===== src/tio_pkg.sv =====
package tio_pkg;
  // Channel count and counter width
  localparam int NUM_CH = 5;
  localparam int CNT_W = 16;
  // Register groups; channel n sits at group base + n
  localparam logic [7:0] OFS_PIN_CTL = 8'h00;
  localparam logic [7:0] OFS_FLAGS = 8'h08;
  localparam logic [7:0] OFS_IRQ_EN = 8'h10;
  localparam logic [7:0] OFS_GROUP_MASK = 8'hf8;
  // Values after reset or standby
  localparam logic [7:0] PIN_CTL_RESET = 8'h88;
  localparam logic [7:0] FLAGS_RESET = 8'hf8;
  localparam logic [7:0] IRQ_EN_RESET = 8'hf8;
  // Bits that are stuck at one
  localparam logic [7:0] PIN_CTL_ONES = 8'h88;
  localparam logic [7:0] FLAGS_ONES = 8'hf8;
  localparam logic [7:0] IRQ_EN_ONES = 8'hf8;
  // Field positions
  localparam int FLD_A_LSB = 0;
  localparam int FLD_B_LSB = 4;
  localparam int FLD_W = 3;
  localparam int BIT_FLAG_A = 0;
  localparam int BIT_FLAG_B = 1;
  localparam int BIT_WRAP = 2;
  // Function codes of a side
  localparam logic [2:0] OC_NONE = 3'h0;
  localparam logic [2:0] OC_LOW = 3'h1;
  localparam logic [2:0] OC_HIGH = 3'h2;
  localparam logic [2:0] OC_TOGGLE = 3'h3;
  localparam logic [2:0] IC_RISE = 3'h4;
  localparam logic [2:0] IC_FALL = 3'h5;
  // Channels with special behaviour
  localparam int CH_NO_TOGGLE = 2;
  localparam int CH_PHASE = 2;
  localparam int CH_PWM_FIRST = 3;
endpackage


===== src/tio_timer_io.sv =====
`timescale 1ns/1ps
// What this block does
// Five channels, each with its own identical control and flag register.
// Control register loads 0x88 on reset and standby entry.
// Control bits 7 and 3 ignore writes and read as one.
// Bits 6..4 set side B; top bit zero compare, one capture.
// Bits 2..0 set side A with the same coding, driving pin A.
// Compare codes 0..3: nothing, drive low, drive high, toggle on match.
// Channel 2 toggle code drives high instead of toggling.
// Compare pins stay low after reset until the first match.
// Capture codes: 4 rising, 5 falling, 6 or 7 both edges.
// Channels 3 and 4 ignore control settings in the paired PWM modes.
// Flag register loads 0xf8 on reset and standby entry.
// Flag register bits 7..3 ignore writes and read as one.
// Wrap flag sets on counter overflow or underflow.
// Underflow only counts in channel 2 phase mode or 3/4 complementary PWM.
// A flag clears only by reading it as one then writing zero.
// Writing one to a flag does nothing.
// Flag B sets on counter equal to register B in compare mode.
// Flag B sets when a capture loads register B.
// Flag A sets on compare match or capture of register A.
// Each flag requests an interrupt only when its enable is set.
// Enable register holds wrap, B and A enables in bits 2..0, reset off.
// A set and a clear of a flag in one cycle leave it set.
// A side in capture mode leaves its pin undriven.
module tio_timer_io #(
  parameter int NCH = tio_pkg::NUM_CH,
  parameter int CW = tio_pkg::CNT_W
) (
  // Clock and reset
  input wire logic mclk_in,
  input wire logic rst_in,
  // Register port
  input wire logic [7:0] addr_in,
  input wire logic [7:0] wdata_in,
  input wire logic wr_in,
  input wire logic rd_in,
  output logic [7:0] rdata_out,
  // Operating modes
  input wire logic standby_in,
  input wire logic phase_count_select_in,
  input wire logic complementary_pwm_in,
  input wire logic reset_sync_pwm_in,
  // Counter and general registers
  input wire logic [NCH*CW-1:0] timer_count_value_in,
  input wire logic [NCH*CW-1:0] general_register_a_in,
  input wire logic [NCH*CW-1:0] general_register_b_in,
  input wire logic [NCH-1:0] count_wrap_up_in,
  input wire logic [NCH-1:0] count_wrap_down_in,
  output logic [NCH-1:0] capture_a_out,
  output logic [NCH-1:0] capture_b_out,
  // Timer pins
  input wire logic [NCH-1:0] a_side_timer_pin_in,
  input wire logic [NCH-1:0] b_side_timer_pin_in,
  output logic [NCH-1:0] a_side_timer_pin_out,
  output logic [NCH-1:0] a_side_timer_pin_oe_out,
  output logic [NCH-1:0] b_side_timer_pin_out,
  output logic [NCH-1:0] b_side_timer_pin_oe_out,
  // Interrupt requests
  output logic [NCH-1:0] irq_wrap_out,
  output logic [NCH-1:0] irq_b_out,
  output logic [NCH-1:0] irq_a_out
);

  initial begin
    if (NCH != tio_pkg::NUM_CH || CW != tio_pkg::CNT_W) begin
      $error("tio_timer_io supports only the documented channel count and width");
    end
  end

  // Address decode
  wire [2:0] ch_sel_w = addr_in[2:0];
  wire [7:0] grp_w = addr_in & tio_pkg::OFS_GROUP_MASK;
  wire ch_ok_w = 32'(ch_sel_w) < NCH;
  wire hit_ctl_w = ch_ok_w && (grp_w == tio_pkg::OFS_PIN_CTL);
  wire hit_flg_w = ch_ok_w && (grp_w == tio_pkg::OFS_FLAGS);
  wire hit_ien_w = ch_ok_w && (grp_w == tio_pkg::OFS_IRQ_EN);
  wire pwm34_w = complementary_pwm_in || reset_sync_pwm_in;

  wire [7:0] ctl_rd_w [NCH];
  wire [7:0] flg_rd_w [NCH];
  wire [7:0] ien_rd_w [NCH];
  wire [2:0] set_w [NCH];
  wire [2:0] eff_w [NCH][2];
  wire match_w [NCH][2];

  wire [7:0] rd_val_w = hit_ctl_w ? ctl_rd_w[ch_sel_w] :
                        hit_flg_w ? flg_rd_w[ch_sel_w] :
                        hit_ien_w ? ien_rd_w[ch_sel_w] : 8'h00;

  // Read data stand only in the cycle after the strobe
  always_ff @(posedge mclk_in or posedge rst_in) begin
    if (rst_in) begin
      rdata_out <= 8'h00;
    end else begin
      rdata_out <= rd_in ? rd_val_w : 8'h00;
    end
  end

  for (genvar i = 0; i < NCH; i++) begin : g_ch
    logic [7:0] ctl_r;
    logic [2:0] flag_r;
    logic [2:0] arm_r;
    logic [2:0] ien_r;
    logic [2:0] flag_nxt;
    wire wr_ctl_w = wr_in && hit_ctl_w && (32'(ch_sel_w) == i);
    wire wr_flg_w = wr_in && hit_flg_w && (32'(ch_sel_w) == i);
    wire rd_flg_w = rd_in && hit_flg_w && (32'(ch_sel_w) == i);
    wire wr_ien_w = wr_in && hit_ien_w && (32'(ch_sel_w) == i);
    wire under_ok_w = (i == tio_pkg::CH_PHASE && phase_count_select_in) ||
                      (i >= tio_pkg::CH_PWM_FIRST && complementary_pwm_in);
    wire wrap_ev_w = count_wrap_up_in[i] || (count_wrap_down_in[i] && under_ok_w);
    wire [2:0] clr_w = wr_flg_w ? (arm_r & ~wdata_in[2:0]) : 3'h0;
    wire [CW-1:0] cnt_w = timer_count_value_in[i*CW +: CW];
    wire [CW-1:0] gr_w [2];
    wire pin_in_w [2];
    wire cap_w [2];
    logic pin_r [2];
    logic oe_r [2];

    assign gr_w[0] = general_register_a_in[i*CW +: CW];
    assign gr_w[1] = general_register_b_in[i*CW +: CW];
    assign pin_in_w[0] = a_side_timer_pin_in[i];
    assign pin_in_w[1] = b_side_timer_pin_in[i];
    assign set_w[i] = {wrap_ev_w, match_w[i][1] || cap_w[1], match_w[i][0] || cap_w[0]};
    assign flag_nxt = (flag_r & ~clr_w) | set_w[i];
    assign ctl_rd_w[i] = ctl_r | tio_pkg::PIN_CTL_ONES;
    assign flg_rd_w[i] = {5'h1f, flag_r} | tio_pkg::FLAGS_ONES;
    assign ien_rd_w[i] = {5'h1f, ien_r} | tio_pkg::IRQ_EN_ONES;
    assign a_side_timer_pin_out[i] = pin_r[0];
    assign a_side_timer_pin_oe_out[i] = oe_r[0];
    assign b_side_timer_pin_out[i] = pin_r[1];
    assign b_side_timer_pin_oe_out[i] = oe_r[1];

    // Registers of one channel
    always_ff @(posedge mclk_in or posedge rst_in) begin
      if (rst_in) begin
        ctl_r <= tio_pkg::PIN_CTL_RESET;
        flag_r <= tio_pkg::FLAGS_RESET[2:0];
        arm_r <= 3'h0;
        ien_r <= tio_pkg::IRQ_EN_RESET[2:0];
      end else if (standby_in) begin
        ctl_r <= tio_pkg::PIN_CTL_RESET;
        flag_r <= tio_pkg::FLAGS_RESET[2:0];
        arm_r <= 3'h0;
        ien_r <= tio_pkg::IRQ_EN_RESET[2:0];
      end else begin
        if (wr_ctl_w) begin
          ctl_r <= wdata_in | tio_pkg::PIN_CTL_ONES;
        end
        if (wr_ien_w) begin
          ien_r <= wdata_in[2:0];
        end
        flag_r <= flag_nxt;
        // Arm the flags seen as one; any write to the register ends the sequence
        if (rd_flg_w) begin
          arm_r <= flag_r;
        end else if (wr_flg_w) begin
          arm_r <= 3'h0;
        end
      end
    end

    // Interrupt requests gated by the enables
    always_ff @(posedge mclk_in or posedge rst_in) begin
      if (rst_in) begin
        irq_wrap_out[i] <= 1'b0;
        irq_b_out[i] <= 1'b0;
        irq_a_out[i] <= 1'b0;
      end else begin
        irq_wrap_out[i] <= flag_r[tio_pkg::BIT_WRAP] && ien_r[tio_pkg::BIT_WRAP];
        irq_b_out[i] <= flag_r[tio_pkg::BIT_FLAG_B] && ien_r[tio_pkg::BIT_FLAG_B];
        irq_a_out[i] <= flag_r[tio_pkg::BIT_FLAG_A] && ien_r[tio_pkg::BIT_FLAG_A];
      end
    end

    // Side 0 is A, side 1 is B
    for (genvar s = 0; s < 2; s++) begin : g_side
      logic sync1_r;
      logic sync2_r;
      logic prev_r;
      logic eq_prev_r;
      logic cap_r;
      logic pin_nxt;
      wire [2:0] fld_w = (s == 0) ? ctl_r[tio_pkg::FLD_A_LSB +: tio_pkg::FLD_W] :
                                    ctl_r[tio_pkg::FLD_B_LSB +: tio_pkg::FLD_W];
      wire eq_w = (cnt_w == gr_w[s]);
      wire rise_w = sync2_r && !prev_r;
      wire fall_w = !sync2_r && prev_r;

      assign eff_w[i][s] = (i >= tio_pkg::CH_PWM_FIRST && pwm34_w) ? tio_pkg::OC_NONE : fld_w;
      assign match_w[i][s] = eq_w && !eq_prev_r && !eff_w[i][s][2];
      assign cap_w[s] = (eff_w[i][s] == tio_pkg::IC_RISE) ? rise_w :
                        (eff_w[i][s] == tio_pkg::IC_FALL) ? fall_w :
                        (eff_w[i][s][2] && (rise_w || fall_w));

      always_comb begin
        pin_nxt = pin_r[s];
        if (match_w[i][s]) begin
          case (eff_w[i][s])
            tio_pkg::OC_LOW: pin_nxt = 1'b0;
            tio_pkg::OC_HIGH: pin_nxt = 1'b1;
            tio_pkg::OC_TOGGLE: pin_nxt = (i == tio_pkg::CH_NO_TOGGLE) ? 1'b1 : !pin_r[s];
            default: pin_nxt = pin_r[s];
          endcase
        end
      end

      always_ff @(posedge mclk_in or posedge rst_in) begin
        if (rst_in) begin
          sync1_r <= 1'b0;
          sync2_r <= 1'b0;
          prev_r <= 1'b0;
          eq_prev_r <= 1'b0;
          cap_r <= 1'b0;
          pin_r[s] <= 1'b0;
          oe_r[s] <= 1'b0;
        end else begin
          sync1_r <= pin_in_w[s];
          sync2_r <= sync1_r;
          prev_r <= sync2_r;
          eq_prev_r <= eq_w;
          cap_r <= cap_w[s];
          pin_r[s] <= standby_in ? 1'b0 : pin_nxt;
          oe_r[s] <= !eff_w[i][s][2] && (eff_w[i][s][1:0] != 2'h0);
        end
      end
    end

    assign capture_a_out[i] = g_side[0].cap_r;
    assign capture_b_out[i] = g_side[1].cap_r;
  end

  wire rd_flg0_w = rd_in && hit_flg_w && (ch_sel_w == 3'h0);
  wire wr_flg0_w = wr_in && hit_flg_w && (ch_sel_w == 3'h0);
  wire rd_ctl_w = rd_in && hit_ctl_w;
  wire hit_any_w = hit_ctl_w || hit_flg_w || hit_ien_w;
endmodule


===== config.mk =====
export PLATFORM = sky130hd
export DESIGN_NAME = tio_timer_io
export DESIGN_NICKNAME = d
export VERILOG_FILES = /design/src/tio_pkg.sv /design/src/tio_timer_io.sv
export SDC_FILE = /design/constraint.sdc
export NUM_CORES = 1
export LEC_CHECK = 0
export ABC_CLOCK_PERIOD_IN_PS = 9750
export BUFFER_PORTS_ARGS = -buffer_cell sky130_fd_sc_hd__buf_4
export CELL_PAD_IN_SITES_DETAIL_PLACEMENT = 1
export CELL_PAD_IN_SITES_GLOBAL_PLACEMENT = 2
export CORE_UTILIZATION = 32
export DETAILED_ROUTE_END_ITERATION = 12
export PLACE_DENSITY_LB_ADDON = 0.1
export SYNTH_ARGS = -nofsm -noshare
export SYNTH_HDL_FRONTEND = slang
export SYNTH_SLANG_ARGS = --single-unit
export TNS_END_PERCENT = 1

===== constraint.sdc =====
create_clock -name mclk_in -period 9.75 [get_ports mclk_in]
set_input_delay 1.95 -clock mclk_in [delete_from_list [all_inputs] [get_ports mclk_in]]
set_output_delay 1.95 -clock mclk_in [all_outputs]
set_load 0.1 [all_outputs]

==> results of run 1 <==
-- layout make-up --
type / instances / area [sq um]
fillers: 3166 / 15400
repair buffers: 335 / 2510
clock buffers: 18 / 439
multi-input cells: 626 / 4600
flip-flops and latches: 167 / 4180
well taps: 378 / 473
inverters: 32 / 125
clock inverters: 14 / 153
-- report_power, final --
part,leakage (nW),switching (W),internal [W]
combinational,3.11,0.000107,0.000131
clock,0.291,0.000313,0.000371
sequential,2.26,0.00000552,0.000701
-- flip-flops by register name, indices dropped and copies added, names as in the netlist --
register                 count
g_ch.g_side.sync2_r         10
g_ch.ien_r                  15
irq_b_out                    5
g_ch.g_side.eq_prev_r       10
g_ch.ctl_r                  30
irq_a_out                    5
g_ch.flag_r                 15
b_side_timer_pin_out         5
g_ch.g_side.sync1_r         10
irq_wrap_out                 5
a_side_timer_pin_oe_out      5
rdata_out                    7
g_ch.g_side.cap_r           10
g_ch.g_side.prev_r          10
g_ch.arm_r                  15
a_side_timer_pin_out         5
b_side_timer_pin_oe_out      5
-- per-layer routing --
| metal | vias up | global-route usage | part of all wire |
|---|---|---|---|
| met1 | 3729 | 0.248 | 0.42 |
| met5 | - | 0 | 0 |
| li1 | 3643 | - | - |
| met4 | 0 | 0.0486 | 0.017 |
| met3 | 30 | 0.0444 | 0.055 |
| met2 | 201 | 0.349 | 0.51 |
-- cell usage after synthesis (all sizes together) (5+ instances only) --
library cell,n
and2,17
nand2,48
inv,32
ha,20
xnor2,160
a22oi,7
or3,6
a221oi,5
o211a,6
dfrtp,167
mux2i,34
nor3,8
nor4,17
nor2,77
o21ba,6
buf,20
nand4,45
a22o,12
mux2,13
a21boi,5
mux4,8
o21ai,36
a21oi,55
a31oi,7
clkbuf,16
-- cells by family (layout without fill, tap and decap cells) --
| logic type | count (synthesis) | count (layout) | share of synthesized area |
|---|---|---|---|
| AOI/OAI and AO/OA | 152 | 152 | 0.109 |
| xor gates and xnor gates | 160 | 160 | 0.154 |
| buffers and inverters | 68 | 399 | 0.0347 |
| adders and majority gates | 20 | 20 | 0.0275 |
| and+or+nand+nor | 239 | 239 | 0.142 |
| DFF | 167 | 167 | 0.459 |
| muxes | 55 | 55 | 0.0733 |
-- metrics by stage --
stage | cell area (sq um) | std cells | hold slack (ns) | power (W) | util
6_report | 12500 | 1570 | 0.349 | 0.00163 | 0.448
5_1_grt | 12500 | 1570 | 0.356 | 0.00171 | 0.448
4_1_cts | 12500 | 1570 | 0.353 | 0.00166 | 0.448
3_5_place_dp | 11900 | 1538 | 0.336 | 0.000963 | 0.427
3_3_place_gp | 11900 | 1538 | 0.334 | 0.000960 | 0.427
2_1_floorplan | 9100 | 861 | 0.331 | 0.000830 | -
-- path summary, 6_finish.rpt --
| kind | endpoint | slack (ns) | startpoint | cells after the start |
|---|---|---|---|---|
| setup reg to reg | g_ch[3].flag_r[0]$_DFF_PP0_ | 8.06 | g_ch[3].g_side[0].sync2_r$_DFF_PP0_ | 6 |
| hold / removal | g_ch[2].g_side[1].sync2_r$_DFF_PP0_ | 0.35 | g_ch[2].g_side[1].sync1_r$_DFF_PP0_ | 0 |
| max in group asynchronous | g_ch[0].g_side[1].eq_prev_r$_DFF_PP0_ | 6.96 | rst_in | 3 |
| setup / recovery | g_ch[1].ien_r[2]$_DFFE_PP0P_ | 6.24 | addr_in[0] | 6 |
| min in group asynchronous | g_ch[0].g_side[0].sync1_r$_DFF_PP0_ | 1.61 | rst_in | 2 |
| hold reg to reg | g_ch[2].g_side[1].sync2_r$_DFF_PP0_ | 0.35 | g_ch[2].g_side[1].sync1_r$_DFF_PP0_ | 0 |
==> run_results.csv, run 1 <==
group,metric,value,unit
sta,rsz0062_at_grt,"no",
die,ios,337,
critical_path,critPathTopFamily,"simple AND/OR/NAND/NOR gates",
sta,setup_viol_count_final,0,
yosys,yosysTopAreaCell,"dfrtp_1",
critical_path,cp_cell_sequence,"buf_4 -> o21ai_4 -> nand4_1 -> nor2_1 -> nand2_1 -> a21oi_1",
cts,cts_tree,"done",
yosys,synth.net_count,1165,
critical_path,crit_type,"in -> reg",
run_status,status,"finished clean",
critical_path,critPathMaxStageDelay,0.69,ns
drt,wirelength,28400,um
sta,min_period,3.51,ns
critical_path,required,10.10,ns
cts,cts-resized-gates,0,
drt,vias_per_cell,4.84,
yosys,synth_edf_count,0,
critical_path,worstPathMaxFanout,27,
hold_path,hold_path_class,"reg -> reg",
layout,final_net_count,1483,
critical_path,worstPathArrival,3.85,ns
cts,htreeDepth,4,
yosys,synth_cell_type_count,50,
global_route,grt_overflow_total,0,
yosys,syn_area,9100,sq um
yosys,synth_top_area_frac,0.459,
layout,n_antenna_cell,0,
die,start_util,0.327,
drt,ant_nets,0,
yosys,yosysWarnings,0,
yosys,yosysSeqAreaShare,0.459,
sta,skew,0.0138,ns
placement,dp_hpwl,22500,um
sta,clock.fmax,285,MHz
pwr,vdd_ir_drop_max,0.120,mV
die,dieHeight,171,um
die,core,27900,sq um
sta,worst_pin_slew,0.950,ns
layout,final_cell_mix,"335 x buf_4, 167 x dfrtp_1, 160 x xnor2_1, 77 x nor2_1, 55 x a21oi_1",
cts,cts_made_buffers,17,
cts,postCtsSetupRepairBufs,0,
layout,areaGrowthSynthToFinish,37.3,%
drt,drcViolationCount,0,
layout,mostFrequentLayoutCell,"buf_4",
critical_path,cp_num_buf_inv,1,
placement,portBuffers,332,
yosys,syn_inst,861,
yosys,ys_ff_latch,167,
critical_path,cp-end-kind,"register",
cts,cts_sinks,167,
die,rows,61,
cts,clk_pin_slew,0.07,ns
layout,drive_gt1_frac,0.342,
yosys,async_reset_ff_frac,1.00,
global_route,antenna_found_initial,0,
drt,drt_iter0_drc,282,
critical_path,cp_slowest_cell,"nand4_1",
cts,cts_hold_buffers,0,
drt,wl_per_cell,18.1,um
global_route,grt_pass1_wl,44600,um
placement,place_congestion,0.786,
placement,pre_cts_ws,5.77,ns
cts,clockRootBuffer,"clkbuf_16",
die,chipWidth,171,um
global_route,grt_pass1_vias,8296,
yosys,synth_area_per_cell,10.6,sq um
sta,relSlewSlack,0.364,
pwr,p_per_area,131,nW/um^2
drt,dr.pass1.iters,4,
yosys,synth_ff_type,"dfrtp_1",
drt,vias,7603,
cts,cts_buffer_depth,2,
pwr,total_leakage_power,5.66,nW
sta,final.setup.worst_slack,6.24,ns
yosys,yosys-top-cells-area,"dfrtp_1 46%, xnor2_1 15%, mux2i_1 3.7%",
die,die_area,29100,sq um
sta,hold_violations,0,
sta,fin_crit_sh,0.360,
run,max_cap_viol_count,0,
cts,insertion_delay,0.44,ns
global_route,track_usage,0.200,
sta,tns,0,ns
global_route,grt_max_degree,79,
critical_path,cp-start-kind,"primary input",
sta,final_max_slew_viol_count,0,
No activity file was read; power rests on OpenSTA's default activity.
==> inputs of run 2 (changes only) <==
--- a/config.mk
+++ b/config.mk
@@ -5,11 +5,11 @@
 export SDC_FILE = /design/constraint.sdc
 export NUM_CORES = 1
 export LEC_CHECK = 0
-export ABC_CLOCK_PERIOD_IN_PS = 9750
+export ABC_CLOCK_PERIOD_IN_PS = 3400
 export BUFFER_PORTS_ARGS = -buffer_cell sky130_fd_sc_hd__buf_4
 export CELL_PAD_IN_SITES_DETAIL_PLACEMENT = 1
 export CELL_PAD_IN_SITES_GLOBAL_PLACEMENT = 2
-export CORE_UTILIZATION = 32
+export CORE_UTILIZATION = 30
 export DETAILED_ROUTE_END_ITERATION = 12
 export PLACE_DENSITY_LB_ADDON = 0.1
 export SYNTH_ARGS = -nofsm -noshare
==> constraint.sdc (replaced) <==
create_clock -name mclk_in -period 3.4 [get_ports mclk_in]
set_input_delay 0.68 -clock mclk_in [delete_from_list [all_inputs] [get_ports mclk_in]]
set_output_delay 0.68 -clock mclk_in [all_outputs]
set_load 0.1 [all_outputs]
==> run 2 against run 1 <==
  * Design area rose by 1.0%
  * Die area increased by 6.6%
  * Clock skew fell by 0.0025 ns
  * Combinational power increased to 2.9 times the previous value
  * Register-to-register slack worse by 6.4 ns
  * Hold slack got worse by 0.0048 ns
==> run_results.csv, run 2 (synthesis gave the netlist of run 1 again) <==
group,metric,value,unit
run_status,status,"finished clean",
pwr,p_int,0.00347,W
critical_path,worstRegToRegCells,5,
pwr,clockPowerShare,0.428,
die,core,29700,sq um
critical_path,cp-end-kind,"register",
cts,cts_hold_buffers,0,
layout,utilization,0.424,
run,max_cap_viol_count,0,
critical_path,crit_type,"in -> reg",
cts,htreeDepth,4,
layout,final_cell_count_no_fill,1587,
placement,dp.cells,1555,
layout,largest_reg_flops,30,
pwr,total_leakage_power,5.71,nW
drt,dr.pass1.iters,4,
cts,cts_sinks,167,
drt,ant_nets,0,
sta,clock.fmax,471,MHz
cts,cts_buffer_depth,2,
layout,final_cell_mix,"337 x buf_4, 167 x dfrtp_1, 160 x xnor2_1, 77 x nor2_1, 55 x a21oi_1",
pwr,pwr-share-comb,0.146,
drt,wl_per_cell,18.1,um
drt,wl_met2,14700,um
layout,n_antenna_cell,0,
die,die_area,31000,sq um
global_route,antenna_found_initial,1,
cts,insertion_delay,0.44,ns
die,rows,63,
pwr,p_per_area,377,nW/um^2
drt,vias,7627,
drt,wirelength,28700,um
placement,pre_cts_ws,0.837,ns
die,chipWidth,176,um
drt,wl_met3,1540,um
placement,portBuffers,332,
critical_path,reg2reg_from,"g_ch[3].g_side[1].sync2_r$_DFF_PP0_",
global_route,grt_max_degree,51,
sta,tns,0,ns
critical_path,worstPathArrival,2.42,ns
sta,final.setup.worst_slack,1.28,ns
sta,hold_violations,0,
cts,cts_made_buffers,17,
critical_path,r2r_end,"g_ch[3].flag_r[1]$_DFF_PP0_",
sta,fin_crit_sh,0.624,
critical_path,cp-start-kind,"primary input",
drt,drt_iter0_drc,353,
sta,worst_pin_slew,0.814,ns
placement,place_congestion,0.784,
cts,clk_pin_slew,0.08,ns
global_route,grt_overflow_total,0,
sta,setup_viol_count_final,0,
critical_path,required,3.70,ns
cts,cts_tree,"done",
pwr,vdd_ir_drop_max,0.320,mV
sta,relSlewSlack,0.453,
cts,cts-resized-gates,0,
drt,top_layer,"met5",
drt,vias_per_cell,4.81,
cts,postCtsSetupRepairBufs,0,
die,start_util,0.306,
layout,mostFrequentLayoutCell,"buf_4",
pwr,switching_share,0.269,
sta,min_period,2.12,ns
critical_path,crit_start,"addr_in[2]",
critical_path,endpoint,"g_ch[0].ctl_r[4]$_DFFE_PP0P_",
layout,final_net_count,1488,
layout,drive_gt1_frac,0.345,
layout,top_register,"g_ch.ctl_r",
drt,drcViolationCount,0,
die,ios,337,
layout,areaGrowthSynthToFinish,38.6,%
sta,final_max_slew_viol_count,0,
die,dieHeight,176,um
placement,dp_hpwl,23000,um
hold_path,hold_path_class,"in -> reg",
critical_path,r2r_slack,1.67,ns
sta,rsz0062_at_grt,"no",
cts,clockRootBuffer,"clkbuf_16",
global_route,grt_pass1_wl,45100,um
pwr,pwr-share-seq,0.426,
sta,skew,0.0113,ns
global_route,track_usage,0.189,
critical_path,worstPathMaxFanout,12,
pwr,power.switching,0.00128,W
drt,wl_met1,12300,um
layout,fillers,3316,
global_route,grt_pass1_vias,8296,
pwr,finalPower,0.00475,W
## run 2: power groups by stage
| stage | combinational, W | sequential [W] | clock [W] |
|---|---|---|---|
| 4_1_cts | 0.000709 | 0.00203 | 0.00210 |
| 5_1_grt | 0.000763 | 0.00203 | 0.00218 |
| 2_1_floorplan | 0.000313 | 0.00207 | 0 |
| 6_report | 0.000694 | 0.00202 | 0.00203 |
| 3_5_place_dp | 0.000707 | 0.00206 | 0 |
| 3_3_place_gp | 0.000699 | 0.00206 | 0 |
## run 2: metal layers
layer / vias to the layer above / track usage
met3: 17 / 0.0472
met1: 3748 / 0.239
met2: 210 / 0.328
met4: 2 / 0.0341
li1: 3650 / -
met5: - / 0
## run 2: area by class of cell
| cell class | instances | area (sq um) | area share |
|---|---|---|---|
| timing repair buffer | 340 | 2590 | 0.205 |
| multi-input combinational | 626 | 4600 | 0.365 |
| clock inverter | 15 | 203 | 0.0161 |
| sequential | 167 | 4180 | 0.331 |
| tap | 390 | 488 | 0.0387 |
| clock buffer | 17 | 425 | 0.0337 |
| inverter | 32 | 124 | 0.00982 |
## run 2: worst min path at each step
stage / start / endpoint / slack [ns] / depth (start not counted)
final: b_side_timer_pin_in[3] / g_ch[3].g_side[1].sync1_r$_DFF_PP0_ / 0.34 / 1
after detailed placement: g_ch[3].g_side[1].sync1_r$_DFF_PP0_ / g_ch[3].g_side[1].sync2_r$_DFF_PP0_ / 0.34 / 0
after global routing: a_side_timer_pin_in[0] / g_ch[0].g_side[0].sync1_r$_DFF_PP0_ / 0.32 / 1
after floorplan: g_ch[0].g_side[0].sync1_r$_DFF_PP0_ / g_ch[0].g_side[0].sync2_r$_DFF_PP0_ / 0.33 / 0
after CTS: a_side_timer_pin_in[0] / g_ch[0].g_side[0].sync1_r$_DFF_PP0_ / 0.33 / 1
after global placement: g_ch[2].g_side[0].sync1_r$_DFF_PP0_ / g_ch[2].g_side[0].sync2_r$_DFF_PP0_ / 0.33 / 0
## run 2: critical path, cell delays in order
cell     delay, ns
buf_4         0.16
inv_1         0.33
nand2_1       0.31
nor4_4        0.58
mux2i_1       0.28
nor2_1        0.06
## run 2: through the flow
stage / instance area [sq um] / hold WS [ns]
floorplan: 9100 / 0.331
global placement: 12000 / 0.332
detailed placement: 12000 / 0.336
CTS: 12600 / 0.325
global route: 12600 / 0.318
finish: 12600 / 0.344
